--- config.mk ---
export PLATFORM = sky130hd
export DESIGN_NAME = cpu8_arith_logic_decode
export DESIGN_NICKNAME = d
export VERILOG_FILES = /design/src/hw/alu_decode_pkg.sv /design/src/hw/cpu8_arith_logic_decode.sv
export SDC_FILE = /design/constraint.sdc
export NUM_CORES = 1
export LEC_CHECK = 0
export CAP_MARGIN = 0
export CORE_MARGIN = 2
export CORE_UTILIZATION = 50
export CTS_BUF_LIST = sky130_fd_sc_hd__clkbuf_16
export DETAILED_ROUTE_END_ITERATION = 8
export DONT_BUFFER_PORTS = 1
export PLACE_DENSITY_LB_ADDON = 0.1
export SLEW_MARGIN = 10
export SYNTH_ARGS = -nofsm -noshare
export SYNTH_HDL_FRONTEND = slang
export SYNTH_SLANG_ARGS = --single-unit
--- constraint.sdc ---
create_clock -name clk_sys_i -period 1.05 [get_ports clk_sys_i]
set_input_delay 0.0525 -clock clk_sys_i [delete_from_list [all_inputs] [get_ports clk_sys_i]]
set_output_delay 0.0525 -clock clk_sys_i [all_outputs]
set_load 0.05 [all_outputs]
--- src/hw/alu_decode_pkg.sv ---
/*
 Package for the arithmetic/logic opcode decoder: operation codes,
 operand sources, register select codes and cycle counts.
 Assumes nothing beyond a SystemVerilog compiler.
*/
`default_nettype none
package alu_decode_pkg;
   typedef enum logic [4:0] {
      op_none, op_add, op_add_carry, op_pair_add, op_sub, op_sub_borrow,
      op_and, op_xor, op_or, op_compare,
      op_rotate_left, op_rotate_right, op_rotate_left_thru_carry,
      op_rotate_right_thru_carry,
      op_acc_invert, op_carry_set, op_carry_invert, op_decimal_adjust,
      op_irq_enable, op_irq_disable, op_no_operation, op_stop,
      op_mask_read, op_mask_write
   } alu_op_e;

   typedef enum logic [1:0] {
      src_none, src_reg, src_mem, src_imm
   } operand_src_e;

   localparam logic [2:0] REG_B = 3'h0;
   localparam logic [2:0] REG_C = 3'h1;
   localparam logic [2:0] REG_D = 3'h2;
   localparam logic [2:0] REG_E = 3'h3;
   localparam logic [2:0] REG_H = 3'h4;
   localparam logic [2:0] REG_L = 3'h5;
   localparam logic [2:0] REG_MEM = 3'h6;
   localparam logic [2:0] REG_ACC = 3'h7;

   localparam logic [1:0] PAIR_BC = 2'h0;
   localparam logic [1:0] PAIR_DE = 2'h1;
   localparam logic [1:0] PAIR_HL = 2'h2;
   localparam logic [1:0] PAIR_SP = 2'h3;

   localparam int SEL_LSB = 0;
   localparam int GROUP_LSB = 3;
   localparam int PAIR_LSB = 4;

   localparam logic [4:0] CYC_NONE = 5'h00;
   localparam logic [4:0] CYC_REG = 5'h04;
   localparam logic [4:0] CYC_MEM = 5'h07;
   localparam logic [4:0] CYC_PAIR = 5'h0a;
   localparam logic [4:0] CYC_STOP = 5'h05;

   localparam logic [7:0] OPC_ADD_MEM = 8'h86;
   localparam logic [7:0] OPC_ADC_MEM = 8'h8e;
   localparam logic [7:0] OPC_ADD_IMM = 8'hc6;
   localparam logic [7:0] OPC_ADC_IMM = 8'hce;
   localparam logic [7:0] OPC_SUB_IMM = 8'hd6;
   localparam logic [7:0] OPC_SUB_BORROW_IMM = 8'hde;
   localparam logic [7:0] OPC_AND_IMM = 8'he6;
   localparam logic [7:0] OPC_XOR_IMM = 8'hee;
   localparam logic [7:0] OPC_OR_IMM = 8'hf6;
   localparam logic [7:0] OPC_COMPARE_IMM = 8'hfe;
   localparam logic [7:0] OPC_ROTATE_LEFT = 8'h07;
   localparam logic [7:0] OPC_ROTATE_RIGHT = 8'h0f;
   localparam logic [7:0] OPC_ROTATE_LEFT_CARRY = 8'h17;
   localparam logic [7:0] OPC_ROTATE_RIGHT_CARRY = 8'h1f;
   localparam logic [7:0] OPC_DECIMAL_ADJUST = 8'h27;
   localparam logic [7:0] OPC_ACC_INVERT = 8'h2f;
   localparam logic [7:0] OPC_CARRY_SET = 8'h37;
   localparam logic [7:0] OPC_CARRY_INVERT = 8'h3f;
   localparam logic [7:0] OPC_IRQ_ENABLE = 8'hfb;
   localparam logic [7:0] OPC_IRQ_DISABLE = 8'hf3;
   localparam logic [7:0] OPC_NO_OPERATION = 8'h00;
   localparam logic [7:0] OPC_MASK_READ = 8'h20;
   localparam logic [7:0] OPC_MASK_WRITE = 8'h30;
   localparam logic [7:0] OPC_STOP = 8'h76;
endpackage
`default_nettype wire

--- src/hw/cpu8_arith_logic_decode.sv ---
/*
 Registered decoder for arithmetic, logical, rotate, special and control
 opcodes of an 8-bit processor. One opcode per strobe; results appear one
 clock later; decoded_o pulses once per strobe, the other outputs hold until the next strobe.
 Assumes opcode bytes arrive synchronous to clk_sys_i with a one-cycle
 valid strobe; condition flags are evaluated elsewhere.

// Functional notes
// - Select field codes B..L as 000..101, memory via H&L 110, accumulator 111.
// - 86h adds memory byte, 8Eh adds memory with carry; seven cycles.
// - C6h adds immediate byte, CEh adds immediate with carry; seven cycles.
// - 00pp1001 adds pair BC/DE/HL/SP to H&L in ten cycles.
// - 10010 plus source field subtracts register, 10011 with borrow; four cycles.
// - 96h and 9Eh subtract memory byte, plain and with borrow; seven cycles.
// - D6h and DEh subtract immediate byte, plain and with borrow; seven cycles.
// - Register AND/XOR/OR/compare are 10100..10111 plus source field; four cycles.
// - Memory AND/XOR/OR/compare at A6h/AEh/B6h/BEh, seven cycles.
// - Immediate AND/XOR/OR/compare at E6h/EEh/F6h/FEh, seven cycles.
// - Rotates left 07h, right 0Fh, through carry 17h and 1Fh; four cycles.
*/
`default_nettype none
module cpu8_arith_logic_decode
   import alu_decode_pkg::*;
(
   input wire logic clk_sys_i,
   input wire logic rstn_i,
   input wire logic opcode_valid_i,
   input wire logic [7:0] opcode_i,
   output logic decoded_o,
   output logic hit_o,
   output alu_op_e op_o,
   output operand_src_e src_o,
   output logic [2:0] src_reg_field_o,
   output logic [1:0] pair_o,
   output logic [4:0] cycles_o
);
   logic rst_meta_r;
   logic rst_sync_r;

   // Two flops, so that a release close to the clock edge cannot leave part
   // of the decode registers in reset and part of them running
   always_ff @(posedge clk_sys_i or negedge rstn_i) begin
      if (!rstn_i) begin
         rst_meta_r <= 1'b0;
         rst_sync_r <= 1'b0;
      end else begin
         rst_meta_r <= 1'b1;
         rst_sync_r <= rst_meta_r;
      end
   end

   // Group bits 5:3 of an ALU opcode into an operation
   function automatic alu_op_e alu_group(input logic [7:0] opc);
      alu_op_e r;
      r = op_none;
      unique case (opc[GROUP_LSB +: 3])
         3'h0: r = op_add;
         3'h1: r = op_add_carry;
         3'h2: r = op_sub;
         3'h3: r = op_sub_borrow;
         3'h4: r = op_and;
         3'h5: r = op_xor;
         3'h6: r = op_or;
         3'h7: r = op_compare;
      endcase
      return r;
   endfunction

   // Select field 110 names the byte at H&L rather than a register
   function automatic logic sel_is_mem(input logic [7:0] opc);
      return opc[SEL_LSB +: 3] == REG_MEM;
   endfunction

   // Register and memory ALU block: 10, group, select
   function automatic logic is_alu_reg_block(input logic [7:0] opc);
      return opc[7:6] == 2'b10;
   endfunction

   // Immediate ALU block: 11, group, 110; the operand is the next byte
   function automatic logic is_alu_imm(input logic [7:0] opc);
      return opc[7:6] == 2'b11 && sel_is_mem(opc);
   endfunction

   // Pair add: 00, pair, 1001
   function automatic logic is_pair_add(input logic [7:0] opc);
      return opc[7:6] == 2'b00 && opc[3:0] == 4'h9;
   endfunction

   logic decoded_r;
   logic decoded_nxt;

   // Pulse group: one cycle per taken opcode, dropped while reset settles
   always_comb begin
      decoded_nxt = 1'b0;
      if (rst_sync_r) begin
         decoded_nxt = opcode_valid_i;
      end
   end

   always_ff @(posedge clk_sys_i or negedge rstn_i) begin
      if (!rstn_i) begin
         decoded_r <= 1'b0;
      end else begin
         decoded_r <= decoded_nxt;
      end
   end

   logic hit_r;
   logic hit_nxt;
   alu_op_e op_r;
   alu_op_e op_nxt;
   operand_src_e src_r;
   operand_src_e src_nxt;
   logic [2:0] sel_r;
   logic [2:0] sel_nxt;
   logic [1:0] pair_r;
   logic [1:0] pair_nxt;
   logic [4:0] cyc_r;
   logic [4:0] cyc_nxt;

   // Decode group: fields hold between strobes so the sequencer may read
   // them late; the cost is one register per field instead of plain gates
   always_comb begin
      hit_nxt = hit_r;
      op_nxt = op_r;
      src_nxt = src_r;
      sel_nxt = sel_r;
      pair_nxt = pair_r;
      cyc_nxt = cyc_r;
      if (!rst_sync_r) begin
         // Strobes before the release has settled are dropped
         hit_nxt = 1'b0;
         op_nxt = op_none;
         src_nxt = src_none;
         sel_nxt = REG_B;
         pair_nxt = PAIR_BC;
         cyc_nxt = CYC_NONE;
      end else if (opcode_valid_i) begin
         hit_nxt = 1'b1;
         op_nxt = op_none;
         src_nxt = src_none;
         sel_nxt = opcode_i[SEL_LSB +: 3];
         pair_nxt = opcode_i[PAIR_LSB +: 2];
         cyc_nxt = CYC_REG;
         if (is_alu_reg_block(opcode_i)) begin
            op_nxt = alu_group(opcode_i);
            if (sel_is_mem(opcode_i)) begin
               src_nxt = src_mem;
               cyc_nxt = CYC_MEM;
            end else begin
               src_nxt = src_reg;
               cyc_nxt = CYC_REG;
            end
         end else if (is_alu_imm(opcode_i)) begin
            // The operand byte is fetched elsewhere; it is only flagged here
            op_nxt = alu_group(opcode_i);
            src_nxt = src_imm;
            cyc_nxt = CYC_MEM;
         end else if (is_pair_add(opcode_i)) begin
            op_nxt = op_pair_add;
            cyc_nxt = CYC_PAIR;
         end else begin
            unique case (opcode_i)
               OPC_ROTATE_LEFT: op_nxt = op_rotate_left;
               OPC_ROTATE_RIGHT: op_nxt = op_rotate_right;
               OPC_ROTATE_LEFT_CARRY: op_nxt = op_rotate_left_thru_carry;
               OPC_ROTATE_RIGHT_CARRY: op_nxt = op_rotate_right_thru_carry;
               OPC_ACC_INVERT: op_nxt = op_acc_invert;
               OPC_CARRY_SET: op_nxt = op_carry_set;
               OPC_CARRY_INVERT: op_nxt = op_carry_invert;
               OPC_DECIMAL_ADJUST: op_nxt = op_decimal_adjust;
               OPC_IRQ_ENABLE: op_nxt = op_irq_enable;
               OPC_IRQ_DISABLE: op_nxt = op_irq_disable;
               OPC_NO_OPERATION: op_nxt = op_no_operation;
               OPC_MASK_READ: op_nxt = op_mask_read;
               OPC_MASK_WRITE: op_nxt = op_mask_write;
               OPC_STOP: begin
                  op_nxt = op_stop;
                  cyc_nxt = CYC_STOP;
               end
               default: begin
                  // Jumps, calls, returns and moves belong to other decoders;
                  // their flag-dependent paired counts are resolved there
                  hit_nxt = 1'b0;
                  cyc_nxt = CYC_NONE;
               end
            endcase
         end
      end
   end

   always_ff @(posedge clk_sys_i or negedge rstn_i) begin
      if (!rstn_i) begin
         hit_r <= 1'b0;
         op_r <= op_none;
         src_r <= src_none;
         sel_r <= REG_B;
         pair_r <= PAIR_BC;
         cyc_r <= CYC_NONE;
      end else begin
         hit_r <= hit_nxt;
         op_r <= op_nxt;
         src_r <= src_nxt;
         sel_r <= sel_nxt;
         pair_r <= pair_nxt;
         cyc_r <= cyc_nxt;
      end
   end

   assign decoded_o = decoded_r;
   assign hit_o = hit_r;
   assign op_o = op_r;
   assign src_o = src_r;
   assign src_reg_field_o = sel_r;
   assign pair_o = pair_r;
   assign cycles_o = cyc_r;
endmodule
`default_nettype wire

### Yosys cells after proc, flatten, opt, wreduce, memory -nomap -nowiden

Memory sizes are Yosys's and may differ from the RTL's.
Index checks and enable logic that the tools add are counted.

| word-level totals | value |
|---|---|
| memory bits (read-only) | 64 |
| logic and storage cells | 64 |
| bits in registers | 21 |
| memories kept | 2 |

Memories:

| memory | depth | bits a word | read ports | clocked after Yosys merged registers in | wr ports | line | text |
|---|---|---|---|---|---|---|---|
| (name not given) | 8 | 4 | 1 | 0 | 0 | cpu8_arith_logic_decode.sv:56 | `unique case (opc[GROUP_LSB +: 3])` |
| (name not given) | 8 | 4 | 1 | 0 | 0 | cpu8_arith_logic_decode.sv:56 |  |

| cells by class | value |
|---|---|
| eq/ne operators | 18 |
| reductions and logical operators | 6 |
| multiplexer cells | 29 |

Operators with widths:

| operator | number |
|---|---|
| 5-bit case mux with 14 select lines | 1 |
| 8-bit by 6-bit == test with 1-bit output (second input constant) | 6 |
| 5-bit 2-to-1 mux | 8 |
| 8-bit by 5-bit == test with 1-bit output (second input constant) | 2 |
| 8-bit == test (second input constant) | 2 |
| 2-bit 2-to-1 mux | 8 |
| 14-bit OR reduction | 1 |
| 13-bit OR reduction | 1 |
| 8-bit by 3-bit == test with 1-bit output (second input constant) | 1 |
| 8-bit by 4-bit == test with 1-bit output (second input constant) | 1 |
| 8-bit by 7-bit == test with 1-bit output (second input constant) | 1 |
| 8-bit logical NOT | 1 |
| 4-bit 2-to-1 mux | 2 |
| 1-bit 2-to-1 mux | 7 |
| 3-bit 2-to-1 mux | 2 |
| 3-bit case mux with 2 select lines | 1 |
| 2-bit == test (second input constant) | 2 |
| 4-bit == test (second input constant) | 1 |
| 3-bit == test (second input constant) | 1 |
| 1-bit logical AND | 2 |
| 2-bit logical NOT | 1 |
| 2-bit != test (second input constant) | 1 |

### Depth between registers and ports, before layout

| logic depth | value |
|---|---|
| word-level depth | 8 |
| gate-level depth with buffers | 7 |
| depth with buffers taken out | 7 |

### Worst setup path before layout

No wires, ideal clock.

| path | value |
|---|---|
| kind | in2reg |
| start point | input port opcode_i[4] |
| end point | register op_r[1], in the netlist op_o[1] |
| cell stages on the path | 7 |
| slack | -121 ps |
| arrival time | 1,049 ps |
| data required time | 928 ps |
| path through | inv_1 -> ha_1 -> mux2_2 -> nor2_1 -> o221a_1 -> nand3_1 -> o2111a_1 |

| between the ends | value |
|---|---|
| cells in the longest elaborated chain, start to end | 7 |

RTL lines:

| what | line | text |
|---|---|---|
| start, declared | cpu8_arith_logic_decode.sv:28 | `input wire logic [7:0] opcode_i,` |
| 8-bit by 7-bit == test with 1-bit output, or another cell as far along | cpu8_arith_logic_decode.sv:163 | `unique case (opcode_i)` |
| 5-bit case mux with 14 select lines | cpu8_arith_logic_decode.sv:163 |  |
| 5-bit 2-to-1 mux | cpu8_arith_logic_decode.sv:159 | `end else if (is_pair_add(opcode_i)) begin` |
| 5-bit 2-to-1 mux | cpu8_arith_logic_decode.sv:154 | `end else if (is_alu_imm(opcode_i)) begin` |
| 5-bit 2-to-1 mux (*) | cpu8_arith_logic_decode.sv:145 | `if (is_alu_reg_block(opcode_i)) begin` |
| 5-bit 2-to-1 mux (*) | cpu8_arith_logic_decode.sv:138 | `end else if (opcode_valid_i) begin` |
| 5-bit 2-to-1 mux (*) | cpu8_arith_logic_decode.sv:130 | `if (!rst_sync_r) begin` |
| end signal, assigned | cpu8_arith_logic_decode.sv:195 | `op_r <= op_none;` |
| end signal, assigned | cpu8_arith_logic_decode.sv:202 | `op_r <= op_nxt;` |
| end, declared | cpu8_arith_logic_decode.sv:110 | `alu_op_e op_r;` |

Every way passes the cells marked *; elsewhere a longest branch is shown, timed or not. The select of a mux whose other input is x is not followed.
A chain may end at the register's enable or synchronous reset.

### Worst setup path in the final report

| path | value |
|---|---|
| start point | register rst_sync_r |
| end point | register op_r[0], in the netlist op_o[0] |

| between the ends | value |
|---|---|
| cells in the longest elaborated chain, start to end | 1 |

RTL lines:

| what | line | text |
|---|---|---|
| start, declared | cpu8_arith_logic_decode.sv:38 | `logic rst_sync_r;` |
| start signal, assigned | cpu8_arith_logic_decode.sv:48 | `rst_sync_r <= rst_meta_r;` |
| 2-bit != test (no source line) or 5-bit 2-to-1 mux (tied branches) | n/a |  |

Parallel ways exist; a longest one is shown, timed or not.

==> results.txt <==
Gpl congestion: 0.859
Slew at the pin closest to its max-slew limit: 0.892 ns
Endpoints failing setup: 0
Crit path max-delay family: flip-flops
P&R area growth vs syn: 36.5%
Sequential area share after synthesis: 43.0%
CTS max path bufs: 2
Pwr dens: 1440 nW/µm²
Port bufs: 0
Number of flops mapped to enable cells by yosys: 0
CP arrival: 1.08 ns
Fmax achieved: 1070 MHz
Place WS: -0.114 ns
Number of max-cap violations: 0
Failing checks: negative hold slack
PnR worst setup slack: 0.112 ns
Pins over their slew limit: 0
Clk slew on worst S/H paths: 0.06 ns
Post-layout util: 71.9%
Postcts setup bufs: 0
Synth area leaders: dfrtp_1, mux2i_1, ha_1
Status: finished, violations left
Fin. Hold Viols: 26
Die Ht: 52.3 µm
Antenna violations before repair: 0
Rel. slew slack: 40.5%
VDD IR max: 930 µV
First-iteration detailed-routing DRC count: 33
Mean routed wirelength per cell: 15.2 µm
Synth Register Bits: 20
Ys async rst share: 100%
CTS tree: yes
Pre-antenna DRT Iters: 4
DRC viols: 0
Area share of the largest cell type after synthesis: 43.0%
Period utilization: 89.3%
Die area: 2730 µm²
CP Cell Sequence: and2_1 -> a32o_1
Starting Density: 52.7%
Yosys cell types: 40
Vias in the first global route: 958
Grt total ovfl: 0
H-tree depth: 1
DP HPWL: 1.86 mm
# rows: 17
Skew final: 0.000827 ns
Final WL: 2.82 mm
Total track usage: 23.5%
RSZ-0062 raised after global routing: false
Clk sinks: 20
CP endpoint kind: register
First-pass GRT wire length: 4.67 mm
Critical path data required time: 1.19 ns
Clk Latency, worst-skew pair: 0.25 ns
Layout cell share with drive strength beyond 1: 26.1%
Placed Cells: 173
Io pins: 30
CTS root buffer: clkbuf_16
CP Max Fanout: 5
Post-synth top cells: dfrtp_1, nor2_1, o21ai_0, mux2i_1, nand2_1
Vias per cell: 5.67
CTS Buf Count: 3
Syn_nets: 140
Worst path max stage delay: 0.42 ns
Post-synth top area cell: dfrtp_1
Hold Crit Class: in2reg
Syn avg cell area: 9.39 µm²
Core area: 2210 µm²
Synth warn: 0
Post-DRT Antenna Nets: 0
Hold_ws: -0.0241 ns
Nets: 174
R2R Path Start: rst_sync_r$_DFF_PN0_
Leak pwr: 0.742 nW
Crit path launch type: register
Fin crit period: 0.938 ns
Worst setup path startpoint: rst_sync_r$_DFF_PN0_
Die Width: 52.3 µm
CP bufs+invs: 0
Largest net degree at the start of global routing: 26
Crit path kind: reg2reg
Most frequent cell after synthesis: dfrtp_1
Vias: 1,049
Critical Path Slowest Stage Cell: dfrtp_1
Layout Cells excl Fill: 185
Gate Count Post-Synth: 124
Post-synthesis cell area: 1160 µm²
Hold Path Origin: opcode_valid_i
Number of inserted diodes: 0
Primary FF master, synth: dfrtp_1
[sequential cells by signal, indices dropped and copies added, names as in the netlist]
name             count
cycles_o             4
decoded_o            1
hit_o                1
op_o                 5
pair_o               2
rst_meta_r           1
rst_sync_r           1
src_o                2
src_reg_field_o      3
[worst reg2reg max path, cell delays in order, from the launching register on]
cell and delay (ns):
dfrtp_1 0.42, and2_1 0.19, a32o_1 0.22
[per-stage QoR]
| step | TNS (ns) | total power, mW | cell area, µm² |
|---|---|---|---|
| floorplan | -0.113 | 1.13 | 1200 |
| global placement | -0.457 | 1.21 | 1400 |
| detailed placement | -0.508 | 1.21 | 1400 |
| CTS | 0 | 2.30 | 1580 |
| global route | 0 | 2.37 | 1590 |
| finish | 0 | 2.29 | 1590 |
[kinds of logic after synthesis]
group | count (synthesis) | share of synthesized area [%]
AO/OA/AOI/OAI | 28 | 16.4
other | 2 | 0.645
multiplexers | 9 | 7.84
flip-flops | 20 | 43.0
buffers and inverters | 10 | 3.76
adder cells (fa/ha/maj) | 5 | 5.37
XOR/XNOR | 1 | 0.752
AND/OR/NAND/NOR | 49 | 22.2
[layer usage]
layer / vias to the layer above / part of all wire (%) / track usage, %
met5: - / 0 / 0
li1: 504 / - / -
met4: 0 / 1.4 / 8.97
met1: 489 / 43 / 31.2
met2: 51 / 49 / 38.0
met3: 5 / 6.7 / 4.29
[where the power goes]
group	total (mW)	switching [mW]	internal (mW)
sequential	0.836	0.0283	0.807
combinational	0.410	0.241	0.169
clock	1.04	0.288	0.756
total	2.29	0.557	1.73
[area by class of cell]
class                           count  area [µm²]
Tap cell                           28        35.0
Clock buffer                        3        75.1
Fill cell                         179         622
Inverter                            3        11.3
Clock inverter                      1        30.0
Sequential cell                    20         500
Timing Repair Buffer               36         293
Multi-Input combinational cell     94         646
[what timing repair did]
action / in CTS / in global routing
resized for setup: 0 / 1
endpoints found under the hold margin: 31 / 3
endpoints found under the setup margin: 0 / 20
hold buffers: 7 / 1
[final timing paths]
check	to	slack, ns	cells after the start
min in group asynchronous	op_o[0]$_DFFE_PN0P_	-0.01	1
max in group asynchronous	pair_o[0]$_DFFE_PN0P_	0.51	1
setup / recovery	op_o[0]$_DFFE_PN0P_	0.11	2
hold / removal	src_o[1]$_DFFE_PN0P_	-0.02	2
setup reg to reg	op_o[0]$_DFFE_PN0P_	0.11	2
hold reg to reg	rst_sync_r$_DFF_PN0_	0.35	0
[cell usage in the layout (no fill, tap or decap), types with 4 or more instances in the layout]
cell type and count:
nand2b_1 4, nand2_1 8, nand3_1 7, nor2b_1 7, buf_4 28, nor2_1 10
dfrtp_1 20, mux2i_1 8, o21ai_0 10, dlygate4sd3_1 7
Note: power is estimated with default switching activity, not from simulation.
